`config.mk`:
```
export PLATFORM = sky130hd
export DESIGN_NAME = msgbuf_mgr
export DESIGN_NICKNAME = d
export VERILOG_FILES = /design/src/verilog/msgbuf_pkg.sv /design/src/verilog/msgbuf_mgr.sv
export SDC_FILE = /design/constraint.sdc
export NUM_CORES = 1
export LEC_CHECK = 0
export BUFFER_PORTS_ARGS = -buffer_cell sky130_fd_sc_hd__buf_2
export CORE_ASPECT_RATIO = 1.2
export CORE_MARGIN = 1
export CORE_UTILIZATION = 62
export DETAILED_ROUTE_END_ITERATION = 12
export HOLD_SLACK_MARGIN = 0.12
export PLACE_DENSITY = 0.84
export SKIP_LAST_GASP = 1
export SLEW_MARGIN = 10
export SYNTH_ARGS = -nofsm -noshare
export SYNTH_HDL_FRONTEND = slang
export SYNTH_SLANG_ARGS = --single-unit
export TNS_END_PERCENT = 10
```
`constraint.sdc`:
```
create_clock -name CLK -period 6.55 [get_ports CLK]
set_input_delay 0.3275 -clock CLK [delete_from_list [all_inputs] [get_ports CLK]]
set_output_delay 0.3275 -clock CLK [all_outputs]
set_load 0.05 [all_outputs]
```
`src/verilog/msgbuf_pkg.sv`:
```
// Purpose: shared constants and types of the CAN message buffer manager
// Assumes: APB with 32-bit data, one aligned word per register
// Notes:   frame buffers are 13 bytes, packed as byte arrays
package msgbuf_pkg;

   // ---------------------------------------------------------------
   // sizes
   // ---------------------------------------------------------------
   localparam int FRAME_BYTES = 13;
   localparam int NUM_TXBUF   = 3;
   localparam int LOCAL_PRIORITY_FIELD_W      = 8;

   // ---------------------------------------------------------------
   // register offsets (byte addresses)
   // ---------------------------------------------------------------
   localparam logic [11:0] OFS_OPTION  = 12'h000;
   localparam logic [11:0] OFS_MODE    = 12'h004;
   localparam logic [11:0] OFS_RXFLAG  = 12'h008;
   localparam logic [11:0] OFS_RXMASK  = 12'h00c;
   localparam logic [11:0] OFS_TXFLAG  = 12'h010;
   localparam logic [11:0] OFS_TXCTRL  = 12'h014;
   localparam logic [11:0] OFS_TXPRIO0 = 12'h018;
   localparam logic [11:0] OFS_RXBUF   = 12'h040;
   localparam logic [11:0] OFS_TXBUF0  = 12'h080;
   localparam logic [11:0] OFS_TXSTEP  = 12'h040;

   // ---------------------------------------------------------------
   // field positions
   // ---------------------------------------------------------------
   localparam int BIT_ENABLE   = 0;
   localparam int BIT_LOOPBACK = 0;
   localparam int BIT_RXF      = 0;
   localparam int BIT_OVR      = 1;
   localparam int BIT_ABORT_ACK_FLAG    = 4;

   // ---------------------------------------------------------------
   // reset values
   // ---------------------------------------------------------------
   localparam logic [2:0] RST_TXE  = 3'h7;
   localparam logic [7:0] RST_LOCAL_PRIORITY_FIELD = 8'h00;

   typedef logic [FRAME_BYTES*8-1:0] frame_t;

   typedef struct packed {
      logic       done;
      logic       ok;
      logic       accepted;
      logic       own;
      logic       lost_arb;
      frame_t     data;
   } rx_event_s;

   typedef enum logic [1:0] {
      TX_IDLE = 2'b00,
      TX_BUSY = 2'b01
   } tx_state_e;

endpackage

```
`src/verilog/msgbuf_mgr.sv`:
```
// Purpose: receive FIFO and transmit scheduling of a CAN controller
// Assumes: protocol engine delivers whole frames and takes whole frames
// Notes:   bit timing, filter internals and error counters live elsewhere
`timescale 1ns/1ps

// Notes on behaviour
// - tx pin low means dominant, high recessive; one serial out, one in
// - exactly three independent transmit buffers
// - two-stage rx fifo: hidden background, cpu-visible foreground
// - each rx buffer holds 13 bytes
// - rx full set only for a good accepted frame in foreground
// - every frame overwrites background, whatever the filter says, except while both rx buffers are full
// - copy to foreground only if rx full clear, then set flag, irq
// - new frame may land in background right after inter-frame space
// - own frame in normal mode: background only, no copy, irq or ack
// - loop-back treats own frames like any received frame
// - lost arbitration: winning frame handled as normal reception
// - both buffers full and another accepted frame: drop it, flag overrun
// - transmission continues while both rx buffers are full
// - tx buffer is 13 bytes plus an 8-bit local priority
// - successful send sets tx empty and requests tx interrupt
// - lowest priority value among scheduled buffers goes first
// - selection re-runs at every arbitration, retries included
// - abort request never stops a frame already on the bus
// - granted abort sets abort ack and tx empty, raises tx interrupt
// - one option bit enables or disables the whole controller
// - flags cleared by writing one; stay set while cause persists
module msgbuf_mgr
   import msgbuf_pkg::*;
#(
   parameter int NBUF = NUM_TXBUF
) (
   input  wire logic            CLK,
   input  wire logic            RESET_N,
   input  wire logic            PSEL,
   input  wire logic            PENABLE,
   input  wire logic            PWRITE,
   input  wire logic [11:0]     PADDR,
   input  wire logic [31:0]     PWDATA,
   input  wire logic [3:0]      PSTRB,
   output logic      [31:0]     PRDATA,
   output logic                 PREADY,
   output logic                 PSLVERR,
   input  wire logic            CAN_RX,
   output logic                 CAN_TX,
   input  wire logic            ENG_TXD,
   output logic                 ENG_RXD,
   input  wire rx_event_s       RX_EVT,
   input  wire logic            ENG_ACK_REQ,
   output logic                 ENG_ACK_EN,
   input  wire logic            ARB_START,
   output logic                 TX_REQ,
   output frame_t               TX_FRAME,
   input  wire logic            TX_DONE,
   input  wire logic            TX_ERR,
   output logic                 RX_IRQ,
   output logic                 TX_IRQ,
   output logic                 ERR_IRQ,
   output logic                 ENABLED
);

   // ---------------------------------------------------------------
   // state
   // ---------------------------------------------------------------
   logic               enable_r;
   logic               loop_r;
   logic               rxf_r, ovr_r;
   logic [1:0]         rxie_r;
   logic [NBUF-1:0]    txe_r, abort_request_bit_r, abort_ack_flag_r, txie_r;
   logic [LOCAL_PRIORITY_FIELD_W-1:0]  local_priority_field_r [NBUF];
   logic [7:0]         txbuf_r [NBUF][FRAME_BYTES];
   frame_t             bg_r, fg_r;
   logic               bg_full_r;
   tx_state_e          tx_st_r;
   logic [1:0]         cur_r;
   logic               rx_s1_r, rx_s2_r;
   logic [31:0]        rdata_r;

   // ---------------------------------------------------------------
   // pin side
   // ---------------------------------------------------------------
   // rx pin comes from another domain: two flops before use
   always_ff @(posedge CLK or negedge RESET_N) begin
      if (!RESET_N) begin
         rx_s1_r <= 1'b1;
         rx_s2_r <= 1'b1;
      end else begin
         rx_s1_r <= CAN_RX;
         rx_s2_r <= rx_s1_r;
      end
   end

   assign CAN_TX  = enable_r ? ENG_TXD : 1'b1;
   assign ENG_RXD = loop_r ? ENG_TXD : rx_s2_r;
   assign ENABLED = enable_r;

   // ---------------------------------------------------------------
   // apb decode
   // ---------------------------------------------------------------
   wire        wr_en   = PSEL & PENABLE & PWRITE;
   wire        rd_en   = PSEL & PENABLE & ~PWRITE;
   wire [11:0] word_a  = {PADDR[11:2], 2'b00};
   wire        hit_opt = word_a == OFS_OPTION;
   wire        hit_md  = word_a == OFS_MODE;
   wire        hit_rf  = word_a == OFS_RXFLAG;
   wire        hit_rm  = word_a == OFS_RXMASK;
   wire        hit_tf  = word_a == OFS_TXFLAG;
   wire        hit_tc  = word_a == OFS_TXCTRL;
   wire        hit_pr  = word_a >= OFS_TXPRIO0 &&
                         word_a < OFS_TXPRIO0 + 12'(4*NBUF);
   wire        hit_rb  = word_a >= OFS_RXBUF && word_a < OFS_RXBUF + 12'h010;
   wire        hit_tb  = word_a >= OFS_TXBUF0 &&
                         word_a < OFS_TXBUF0 + 12'(NBUF) * OFS_TXSTEP;
   wire [1:0]  pr_idx  = 2'((word_a - OFS_TXPRIO0) >> 2);
   wire [11:0] tb_off  = word_a - OFS_TXBUF0;
   wire [1:0]  tb_idx  = 2'(tb_off >> 6);
   wire [3:0]  tb_word = 4'(tb_off[5:2]);
   wire [1:0]  rb_word = 2'((word_a - OFS_RXBUF) >> 2);
   wire        mapped  = hit_opt | hit_md | hit_rf | hit_rm | hit_tf | hit_tc |
                         hit_pr | hit_rb | (hit_tb && tb_word < 4'd4);

   assign PREADY  = 1'b1;
   assign PSLVERR = PSEL & PENABLE & ~mapped;

   // ---------------------------------------------------------------
   // transmit selection
   // ---------------------------------------------------------------
   // lowest value wins
   // strict compare keeps lower index on ties
   logic [1:0]        best;
   logic              any_sched;
   logic [LOCAL_PRIORITY_FIELD_W-1:0] best_p;
   always_comb begin
      best      = 2'd0;
      best_p    = '1;
      any_sched = 1'b0;
      for (int i = 0; i < NBUF; i++) begin
         if (!txe_r[i] && (!any_sched || local_priority_field_r[i] < best_p)) begin
            best      = 2'(i);
            best_p    = local_priority_field_r[i];
            any_sched = 1'b1;
         end
      end
   end

   always_comb begin
      for (int b = 0; b < FRAME_BYTES; b++) begin
         TX_FRAME[b*8 +: 8] = txbuf_r[cur_r][b];
      end
   end
   assign TX_REQ = enable_r & (tx_st_r == TX_BUSY);

   // ---------------------------------------------------------------
   // receive qualification
   // ---------------------------------------------------------------
   // own frame in normal mode never reaches the foreground
   wire own_blk  = RX_EVT.own & ~RX_EVT.lost_arb & ~loop_r;
   wire good_acc = enable_r & RX_EVT.done & RX_EVT.ok & RX_EVT.accepted & ~own_blk;
   wire rxf_clr  = wr_en & hit_rf & PSTRB[0] & PWDATA[BIT_RXF];
   wire fg_free  = ~rxf_r | rxf_clr;
   // copy only into a free foreground
   wire do_copy  = good_acc & fg_free;
   // both stages full: drop and flag
   wire do_ovr   = good_acc & ~fg_free & bg_full_r;
   wire bg_pend  = bg_full_r & fg_free;

   // no acknowledge for own frames outside loop-back
   assign ENG_ACK_EN = enable_r & ENG_ACK_REQ & ~own_blk;

   // ---------------------------------------------------------------
   // receive fifo
   // ---------------------------------------------------------------
   always_ff @(posedge CLK or negedge RESET_N) begin
      if (!RESET_N) begin
         bg_r      <= '0;
         fg_r      <= '0;
         bg_full_r <= 1'b0;
         rxf_r     <= 1'b0;
         ovr_r     <= 1'b0;
      end else begin
         // every frame lands in background unless it is held
         // ready again right after the previous frame
         if (enable_r && RX_EVT.done && !(bg_full_r && !fg_free)) begin
            bg_r <= RX_EVT.data;
         end
         // background drained to foreground when freed with no accepted good frame arriving
         // rxf set only with an accepted good frame
         if (do_copy) begin
            fg_r  <= RX_EVT.data;
            rxf_r <= 1'b1;
         end else if (bg_pend) begin
            fg_r  <= bg_r;
            rxf_r <= 1'b1;
         end else if (rxf_clr) begin
            rxf_r <= 1'b0;
         end
         if (bg_pend) begin
            bg_full_r <= 1'b0;
         end else if (good_acc && !fg_free) begin
            bg_full_r <= 1'b1;
         end
         if (do_ovr) begin
            ovr_r <= 1'b1;
         end else if (wr_en && hit_rf && PSTRB[0] && PWDATA[BIT_OVR]) begin
            ovr_r <= 1'b0;
         end
      end
   end

   assign RX_IRQ  = rxf_r & rxie_r[BIT_RXF];
   assign ERR_IRQ = ovr_r & rxie_r[BIT_OVR];
   assign TX_IRQ  = |(txe_r & txie_r);

   // ---------------------------------------------------------------
   // transmit control
   // ---------------------------------------------------------------
   always_ff @(posedge CLK or negedge RESET_N) begin
      if (!RESET_N) begin
         tx_st_r <= TX_IDLE;
         cur_r   <= 2'd0;
      end else begin
         unique case (tx_st_r)
            TX_IDLE: begin
               if (enable_r && ARB_START && any_sched) begin
                  cur_r   <= best;
                  tx_st_r <= TX_BUSY;
               end
            end
            TX_BUSY: begin
               // carries on regardless of the rx fifo
               if (TX_DONE || TX_ERR || !enable_r) begin
                  tx_st_r <= TX_IDLE;
               end
            end
         endcase
      end
   end

   wire tx_ok = (tx_st_r == TX_BUSY) & TX_DONE;

   // one flag set per buffer, three by default
   genvar g;
   generate
      for (g = 0; g < NBUF; g++) begin : g_buf
         wire on_air   = (tx_st_r == TX_BUSY) && (cur_r == 2'(g));
         // abort only if not on the bus
         wire grant    = abort_request_bit_r[g] & ~txe_r[g] & ~on_air;
         wire sent     = tx_ok && (cur_r == 2'(g));
         // write one to tx empty position schedules the buffer
         wire sched    = wr_en & hit_tf & PSTRB[0] & PWDATA[g] & txe_r[g];
         wire ak_clr   = wr_en & hit_tf & PSTRB[0] & PWDATA[BIT_ABORT_ACK_FLAG+g];
         always_ff @(posedge CLK or negedge RESET_N) begin
            if (!RESET_N) begin
               txe_r[g]   <= RST_TXE[g];
               abort_request_bit_r[g] <= 1'b0;
               abort_ack_flag_r[g] <= 1'b0;
               local_priority_field_r[g]  <= RST_LOCAL_PRIORITY_FIELD;
            end else begin
               // success sets empty, ack stays zero
               if (sent || grant) begin
                  txe_r[g] <= 1'b1;
               end else if (sched) begin
                  txe_r[g] <= 1'b0;
               end
               if (grant) begin
                  abort_ack_flag_r[g] <= 1'b1;
               end else if (sent || sched || ak_clr) begin
                  abort_ack_flag_r[g] <= 1'b0;
               end
               if (sent || grant) begin
                  abort_request_bit_r[g] <= 1'b0;
               end else if (wr_en && hit_tc && PSTRB[0]) begin
                  abort_request_bit_r[g] <= PWDATA[g] & ~txe_r[g];
               end
               if (wr_en && hit_pr && pr_idx == 2'(g) && PSTRB[0]) begin
                  local_priority_field_r[g] <= PWDATA[7:0];
               end
            end
         end
         // 13 bytes per buffer, byte-enabled writes
         for (genvar b = 0; b < FRAME_BYTES; b++) begin : g_byte
            always_ff @(posedge CLK) begin
               if (wr_en && hit_tb && tb_idx == 2'(g) && tb_word == 4'(b / 4) &&
                   PSTRB[b % 4]) begin
                  txbuf_r[g][b] <= PWDATA[(b % 4)*8 +: 8];
               end
            end
         end
      end
   endgenerate

   // ---------------------------------------------------------------
   // control registers
   // ---------------------------------------------------------------
   always_ff @(posedge CLK or negedge RESET_N) begin
      if (!RESET_N) begin
         enable_r <= 1'b0;
         loop_r   <= 1'b0;
         rxie_r   <= 2'b00;
         txie_r   <= '0;
      end else begin
         if (wr_en && hit_opt && PSTRB[0]) begin
            enable_r <= PWDATA[BIT_ENABLE];
         end
         if (wr_en && hit_md && PSTRB[0]) begin
            loop_r <= PWDATA[BIT_LOOPBACK];
         end
         if (wr_en && hit_rm && PSTRB[0]) begin
            rxie_r <= PWDATA[1:0];
            txie_r <= PWDATA[4 +: NBUF];
         end
      end
   end

   // ---------------------------------------------------------------
   // read mux
   // ---------------------------------------------------------------
   // foreground seen as 13 bytes in four words
   logic [31:0] rd_mux;
   logic [127:0] fg_ext;
   always_comb begin
      fg_ext = {24'h0, fg_r[103:0]};
      rd_mux = 32'h0;
      if (hit_opt) rd_mux = {31'h0, enable_r};
      if (hit_md)  rd_mux = {31'h0, loop_r};
      if (hit_rf)  rd_mux = {30'h0, ovr_r, rxf_r};
      if (hit_rm)  rd_mux = {24'h0, 1'b0, txie_r, 2'b00, rxie_r};
      if (hit_tf)  rd_mux = {24'h0, 1'b0, abort_ack_flag_r, 1'b0, txe_r};
      if (hit_tc)  rd_mux = {29'h0, abort_request_bit_r};
      if (hit_pr)  rd_mux = {24'h0, local_priority_field_r[pr_idx]};
      if (hit_rb)  rd_mux = fg_ext[rb_word*32 +: 32];
   end

   always_ff @(posedge CLK or negedge RESET_N) begin
      if (!RESET_N) begin
         rdata_r <= 32'h0;
      end else if (PSEL && !PENABLE && !PWRITE) begin
         rdata_r <= rd_mux;
      end
   end
   assign PRDATA = rd_en ? rdata_r : 32'h0;

endmodule

```
== After elaboration in Yosys (flattened, before gate mapping) ==
Memories as Yosys holds them, arrays and structs flattened.
Cells that the tools add are included.
Storage, ports and cells
  register bits after elaboration: 289
  RAM bits: 312
  input bits: 168
  output and inout port bits: 146
  memories: 1
Operators by class
  add/sub/neg operators: 3
  order comparisons: 10
  equal/unequal tests: 17
  shift operators: 1
  mux-type cells: 135
  bitwise gates (word level): 67
  reductions and logical operators: 138
Memory list
  txbuf_r: depth 3, width 104, read ports 1, clocked after Yosys merged registers in 0, wr ports 1, line msgbuf_mgr.sv:71  | logic [7:0] txbuf_r [NBUF][FRAME_BYTES];
Operators with widths (number)
  104-bit 2-to-1 mux: 4
  104-bit OR reduction: 2
  128-bit by 8-bit indexed part select with 32-bit output: 1
  1-bit 2-to-1 mux: 111
  1-bit logical AND: 93
  32-bit 2-to-1 mux: 2
  1-bit AND: 43
  8-bit 2-to-1 mux: 5
  13-bit 2-to-1 mux: 2
  2-bit nonzero test: 12
  7-bit 2-to-1 mux: 3
  10-bit by 2-bit == test with 1-bit output (second input constant): 2
  10-bit by 3-bit == test with 1-bit output (second input constant): 2
  8-bit binary-select mux with 2-bit select: 1
  8-bit less-than comparator: 2
  1-bit logical OR: 13
  1-bit NOT: 13
  12-bit by 5-bit greater-or-equal comparator with 1-bit output (second input constant): 1
  12-bit by 7-bit greater-or-equal comparator with 1-bit output (second input constant): 1
  12-bit by 8-bit greater-or-equal comparator with 1-bit output (second input constant): 1
  12-bit logical NOT: 1
  12-bit by 6-bit less-than comparator with 1-bit output (second input constant): 1
  12-bit by 7-bit less-than comparator with 1-bit output (second input constant): 1
  12-bit by 9-bit less-than comparator with 1-bit output (second input constant): 1
  other kinds (22): 53

== Logic depth before layout (Yosys ltp) ==
  depth in word-level cells: 12
  mapped depth: 18
  mapped depth without buffers: 15

== Least setup slack after synthesis ==
OpenSTA, ideal clock, no wires.
  kind: reg2reg
  start point: reg txe_r[0]
  end point: reg cur_r[0]
  arrival: 3963 ps
  setup slack: 2466 ps
  cell stages (with the launch flop): 18
  path buffers: 3
  cell sequence: dfstp_2 > clkbuf_1 > clkbuf_1 > nor2_1 > ha_1 > a211oi_1 > o21ai_0 > nor2b_1 > a21oi_1 > clkbuf_1 > nor2_1 > a21oi_1 > ha_1 > a211oi_1 > o21ai_0 > a2111oi_0 > o221ai_1 > a32o_1
Between the ends
  cells in the longest elaborated chain, start to end: 11
RTL lines
  from (decl): line msgbuf_mgr.sv:69  | logic [NBUF-1:0] txe_r, abort_request_bit_r, abort_ack_flag_r, txie_r;
  from (signal, indexed assignment): line msgbuf_mgr.sv:254  | txe_r[g] <= RST_TXE[g];
  8-bit 2-to-1 mux: line msgbuf_mgr.sv:138  | if (!txe_r[i] && (!any_sched || local_priority_field_r[i] < best_p)) begin
  8-bit less-than comparator: line msgbuf_mgr.sv:138
  1-bit logical OR: line msgbuf_mgr.sv:138
  1-bit logical AND: line msgbuf_mgr.sv:138
  8-bit 2-to-1 mux or 1-bit 2-to-1 mux (tied branches): line msgbuf_mgr.sv:138
  8-bit less-than comparator or 1-bit logical NOT (tied branches): line msgbuf_mgr.sv:138
  1-bit logical OR: line msgbuf_mgr.sv:138
  1-bit logical AND: line msgbuf_mgr.sv:138
  1-bit 2-to-1 mux: line msgbuf_mgr.sv:138
  1-bit logical AND: line msgbuf_mgr.sv:224  | if (enable_r && ARB_START && any_sched) begin
  2-bit AND reduction (no line)
  to (signal assigned): line msgbuf_mgr.sv:225  | cur_r <= best;
  to (decl): line msgbuf_mgr.sv:75  | logic [1:0] cur_r;
Parallel ways exist; a longest one is shown, timed or not.
A chain may end at the register's enable or synchronous reset.

== Worst setup path in the final report ==
Ends and elaborated chain as after synthesis.

==> results.yml <==
synthesis:
  synth_seq_area_share_pct: 66.0
  synth_nets: 2117
  syn_inst: 1935
  synth-async-reset-ratio_pct: 48.0
  syn_area_per_cell_um2: 13.0
  ys_top_cells_by_count: "edfxtp_1, dfrtp_1, nand2_1"
  yosysWarnings: 0
  synth_area_leaders: "edfxtp_1, dfrtp_1, mux2i_1"
  synth_area_um2: 25100
  ys_ff_latch: 600
  ys_types: 58
  synth_top_area_share_pct: 37.3
  synth.most_common_cell: "edfxtp_1"
  synthFlopType: "edfxtp_1"
  netlist.top_cell.by_area: "edfxtp_1"
  synth_edf_count: 312
detailed_routing:
  drt_iter0_drc: 1571
  ant_nets: 0
  drc_errors: 0
  dr_total_vias: 17700
  routed_wl_um: 64600
  wl_per_cell_um: 22.2
  viasPerCell: 6.08
  first_pass_iters: 5
clocking:
  cts_tree: "done"
  clk_pin_slew_ns: 0.07
  cts_resized: 0
  post_cts_buffers: 0
  clock_tree.buffer_depth: 3
  cts_sinks: 600
  clock_latency_ns: 0.62
  cts-root-buf: "clkbuf_16"
  cts_made_buffers: 56
  htreeDepth: 2
global_route:
  grt_first_pass_wirelength_um: 99000
  grt_max_degree: 192
  grt_antenna_before_repair: 8
  grt_overflow: 0
  grt_pass1_vias: 18000
  grt_usage_pct: 31.6
worst_hold_path:
  min_to: "txbuf_r[1][37]"
  hold_path.class: "input port to flop"
  hp-start: "PWDATA[5]"
  hold_depth: 1
layout:
  nFillCells: 2444
  nNetsFinal: 2507
  drive_gt1_share_pct: 21.5
  area_delta_synth_final_pct: 20.7
sta:
  period_minus_slack_ns: 4.65
  slew_violations: 0
  worst_slack_ns: 1.90
  fin_crit_sh_pct: 71.0
  final-setup-viol-count: 0
  finClkSkew_ns: 0.0204
  fin_setup_tns_ns: 0
  max_slew_margin_pct: 14.0
  hold_viol_final: 0
  timing.fmax_mhz: 215
  grt_setup_unrepaired: "no"
  tightest_slew_ns: 1.29
critical_path:
  r2r_end: "cur_r[0]"
  cp-end-kind: "flop"
  crit_slowest_cell: "a21oi_1"
  critical-path-top-delay-family: "compound AO/OA/AOI/OAI gates"
  crit_buf_inv: 0
  cp.arrival_ns: 5.15
  path_class: "flop to flop"
  crit_fanout: 18
  cp-start-kind: "flop"
  r2r_cells: 14
  crit_required_ns: 7.05
  critical_path.max_stage_delay_ns: 0.85
  crit_chain: "nor2_1 > ha_1 > a211oi_1 > o21ai_0 > nor2b_1 > a21oi_1 > nor2_1 > a21oi_1 > ha_1 > a211oi_1 > o21ai_0 > a2111oi_0 > o221ai_1 > a32o_1"
  rrSetupSlack_ns: 1.90
  r2r_start: "txe_r[0]"
die:
  dieArea_um2: 41300
  chipWidth_um: 186
  ios: 314
  start_util_pct: 63.1
  coreArea_um2: 39800
  die_h_um: 223
  rows: 80
power:
  finalPower_mw: 9.13
  power.density_nw_per_um2: 301
  p_leak_nw: 12.4
  ir_drop_uv: 343
place:
  gp_congestion: 0.858
  io_buffers: 310
  place_ws_ns: 2.15
  dp_hpwl_um: 38300
run_status:
  status: "completed"
job:
  maxCapViolations: 0
## state kept, by name, summed over array words and instances, names as in the netlist, 2 cells and up
name and flops:
txie_r 3, fg_r 104, bg_r 104, txbuf_r 312, abort_ack_flag_r 3, txe_r 3, local_priority_field_r 24, rxie_r 2
abort_request_bit_r 3, rdata_r 32, cur_r 2
## cell usage in the layout, fill, tap and decap left out, types with 7 or more instances in the layout
cell	instances
mux2i_1	141
bufinv_16	11
nand2_1	173
buf_2	309
edfxtp_1	312
nor2_1	143
and2_1	73
a21oi_1	130
buf_4	13
mux2_1	66
clkinv_1	11
nor3_1	10
nor2b_1	15
o21ai_0	151
clkinv_2	7
mux4_2	9
clkbuf_1	8
ha_1	14
clkbuf_16	56
a22o_1	24
nand3_1	10
o22ai_1	105
dfrtp_1	281
dlygate4sd3_1	136
mux2_2	69
## stage by stage
stage | cell area (µm²) | util, % | hold WS (ns) | cells
3_5_place_dp | 27000 | 67.7 | 0.351 | 2664
6_report | 30300 | 76.1 | 0.149 | 2906
2_1_floorplan | 25100 | - | 0.0319 | 1935
5_1_grt | 30300 | 76.1 | 0.129 | 2906
3_3_place_gp | 27000 | 67.7 | 0.352 | 2664
4_1_cts | 30300 | 76.1 | 0.123 | 2904
## routing by layer
| layer | track usage [%] | up-vias | wire (µm) |
|---|---|---|---|
| li1 | - | 7872 | - |
| met1 | 38.4 | 8758 | 23600 |
| met2 | 54.6 | 857 | 33300 |
| met3 | 6.24 | 178 | 5190 |
| met4 | 13.2 | 10 | 2470 |
| met5 | 0 | - | 56 |
## cells by family (layout without fill, tap and decap cells)
group | after synthesis | count (layout) | share of synthesized area, %
simple gates | 460 | 460 | 8.35
buf+inv | 134 | 570 | 2.32
fa+ha+maj | 14 | 14 | 0.697
flops | 600 | 600 | 66.0
compound gates | 441 | 441 | 10.1
mux | 285 | 285 | 12.5
other cells | 1 | 3 | 0.0149
## worst reg2reg max path, cell delays in order, from the launching register on
cell,delay [ns]
dfstp_2,0.76
nor2_1,0.12
ha_1,0.31
a211oi_1,0.22
o21ai_0,0.16
nor2b_1,0.16
a21oi_1,0.85
nor2_1,0.09
a21oi_1,0.18
ha_1,0.27
a211oi_1,0.25
o21ai_0,0.16
a2111oi_0,0.51
o221ai_1,0.22
a32o_1,0.28
## timing repair
action	4_1_cts	5_1_grt
hold buffers	136	0
endpoints found under the hold margin	533	0
setup endpoints to repair	0	0
## area by class of cell
class                   count  area, µm²  share of cell area, %
well taps                 533        667                   2.20
flip-flops and latches    600      16600                   54.7
clock inverters            34        493                   1.63
diodes                      2       5.00                 0.0165
repair buffers            460       3040                   10.0
inverters                   6       22.5                 0.0743
multi-input cells        1201       7990                   26.4
clock buffers              70       1510                   4.99
## where the power goes
group | leakage [nW] | switching [mW] | internal [mW]
clock | 0.978 | 1.44 | 2.08
combinational | 5.23 | 1.21 | 0.335
sequential | 6.24 | 0.0823 | 3.99
total | 12.4 | 2.72 | 6.41
## how the worst max path moves through the flow
| stage | from | endpoint | slack, ns | cells past startpoint |
|---|---|---|---|---|
| detailed placement | txe_r[0] | cur_r[0] | 2.15 | 14 |
| global placement | txe_r[0] | cur_r[0] | 2.18 | 14 |
| finish | txe_r[0] | cur_r[0] | 1.90 | 14 |
| global route | txe_r[0] | cur_r[0] | 1.42 | 14 |
| CTS | txe_r[0] | cur_r[0] | 2.01 | 14 |
| floorplan | txe_r[0] | cur_r[0] | 2.47 | 17 |
No activity file was read; power rests on OpenSTA's default activity.
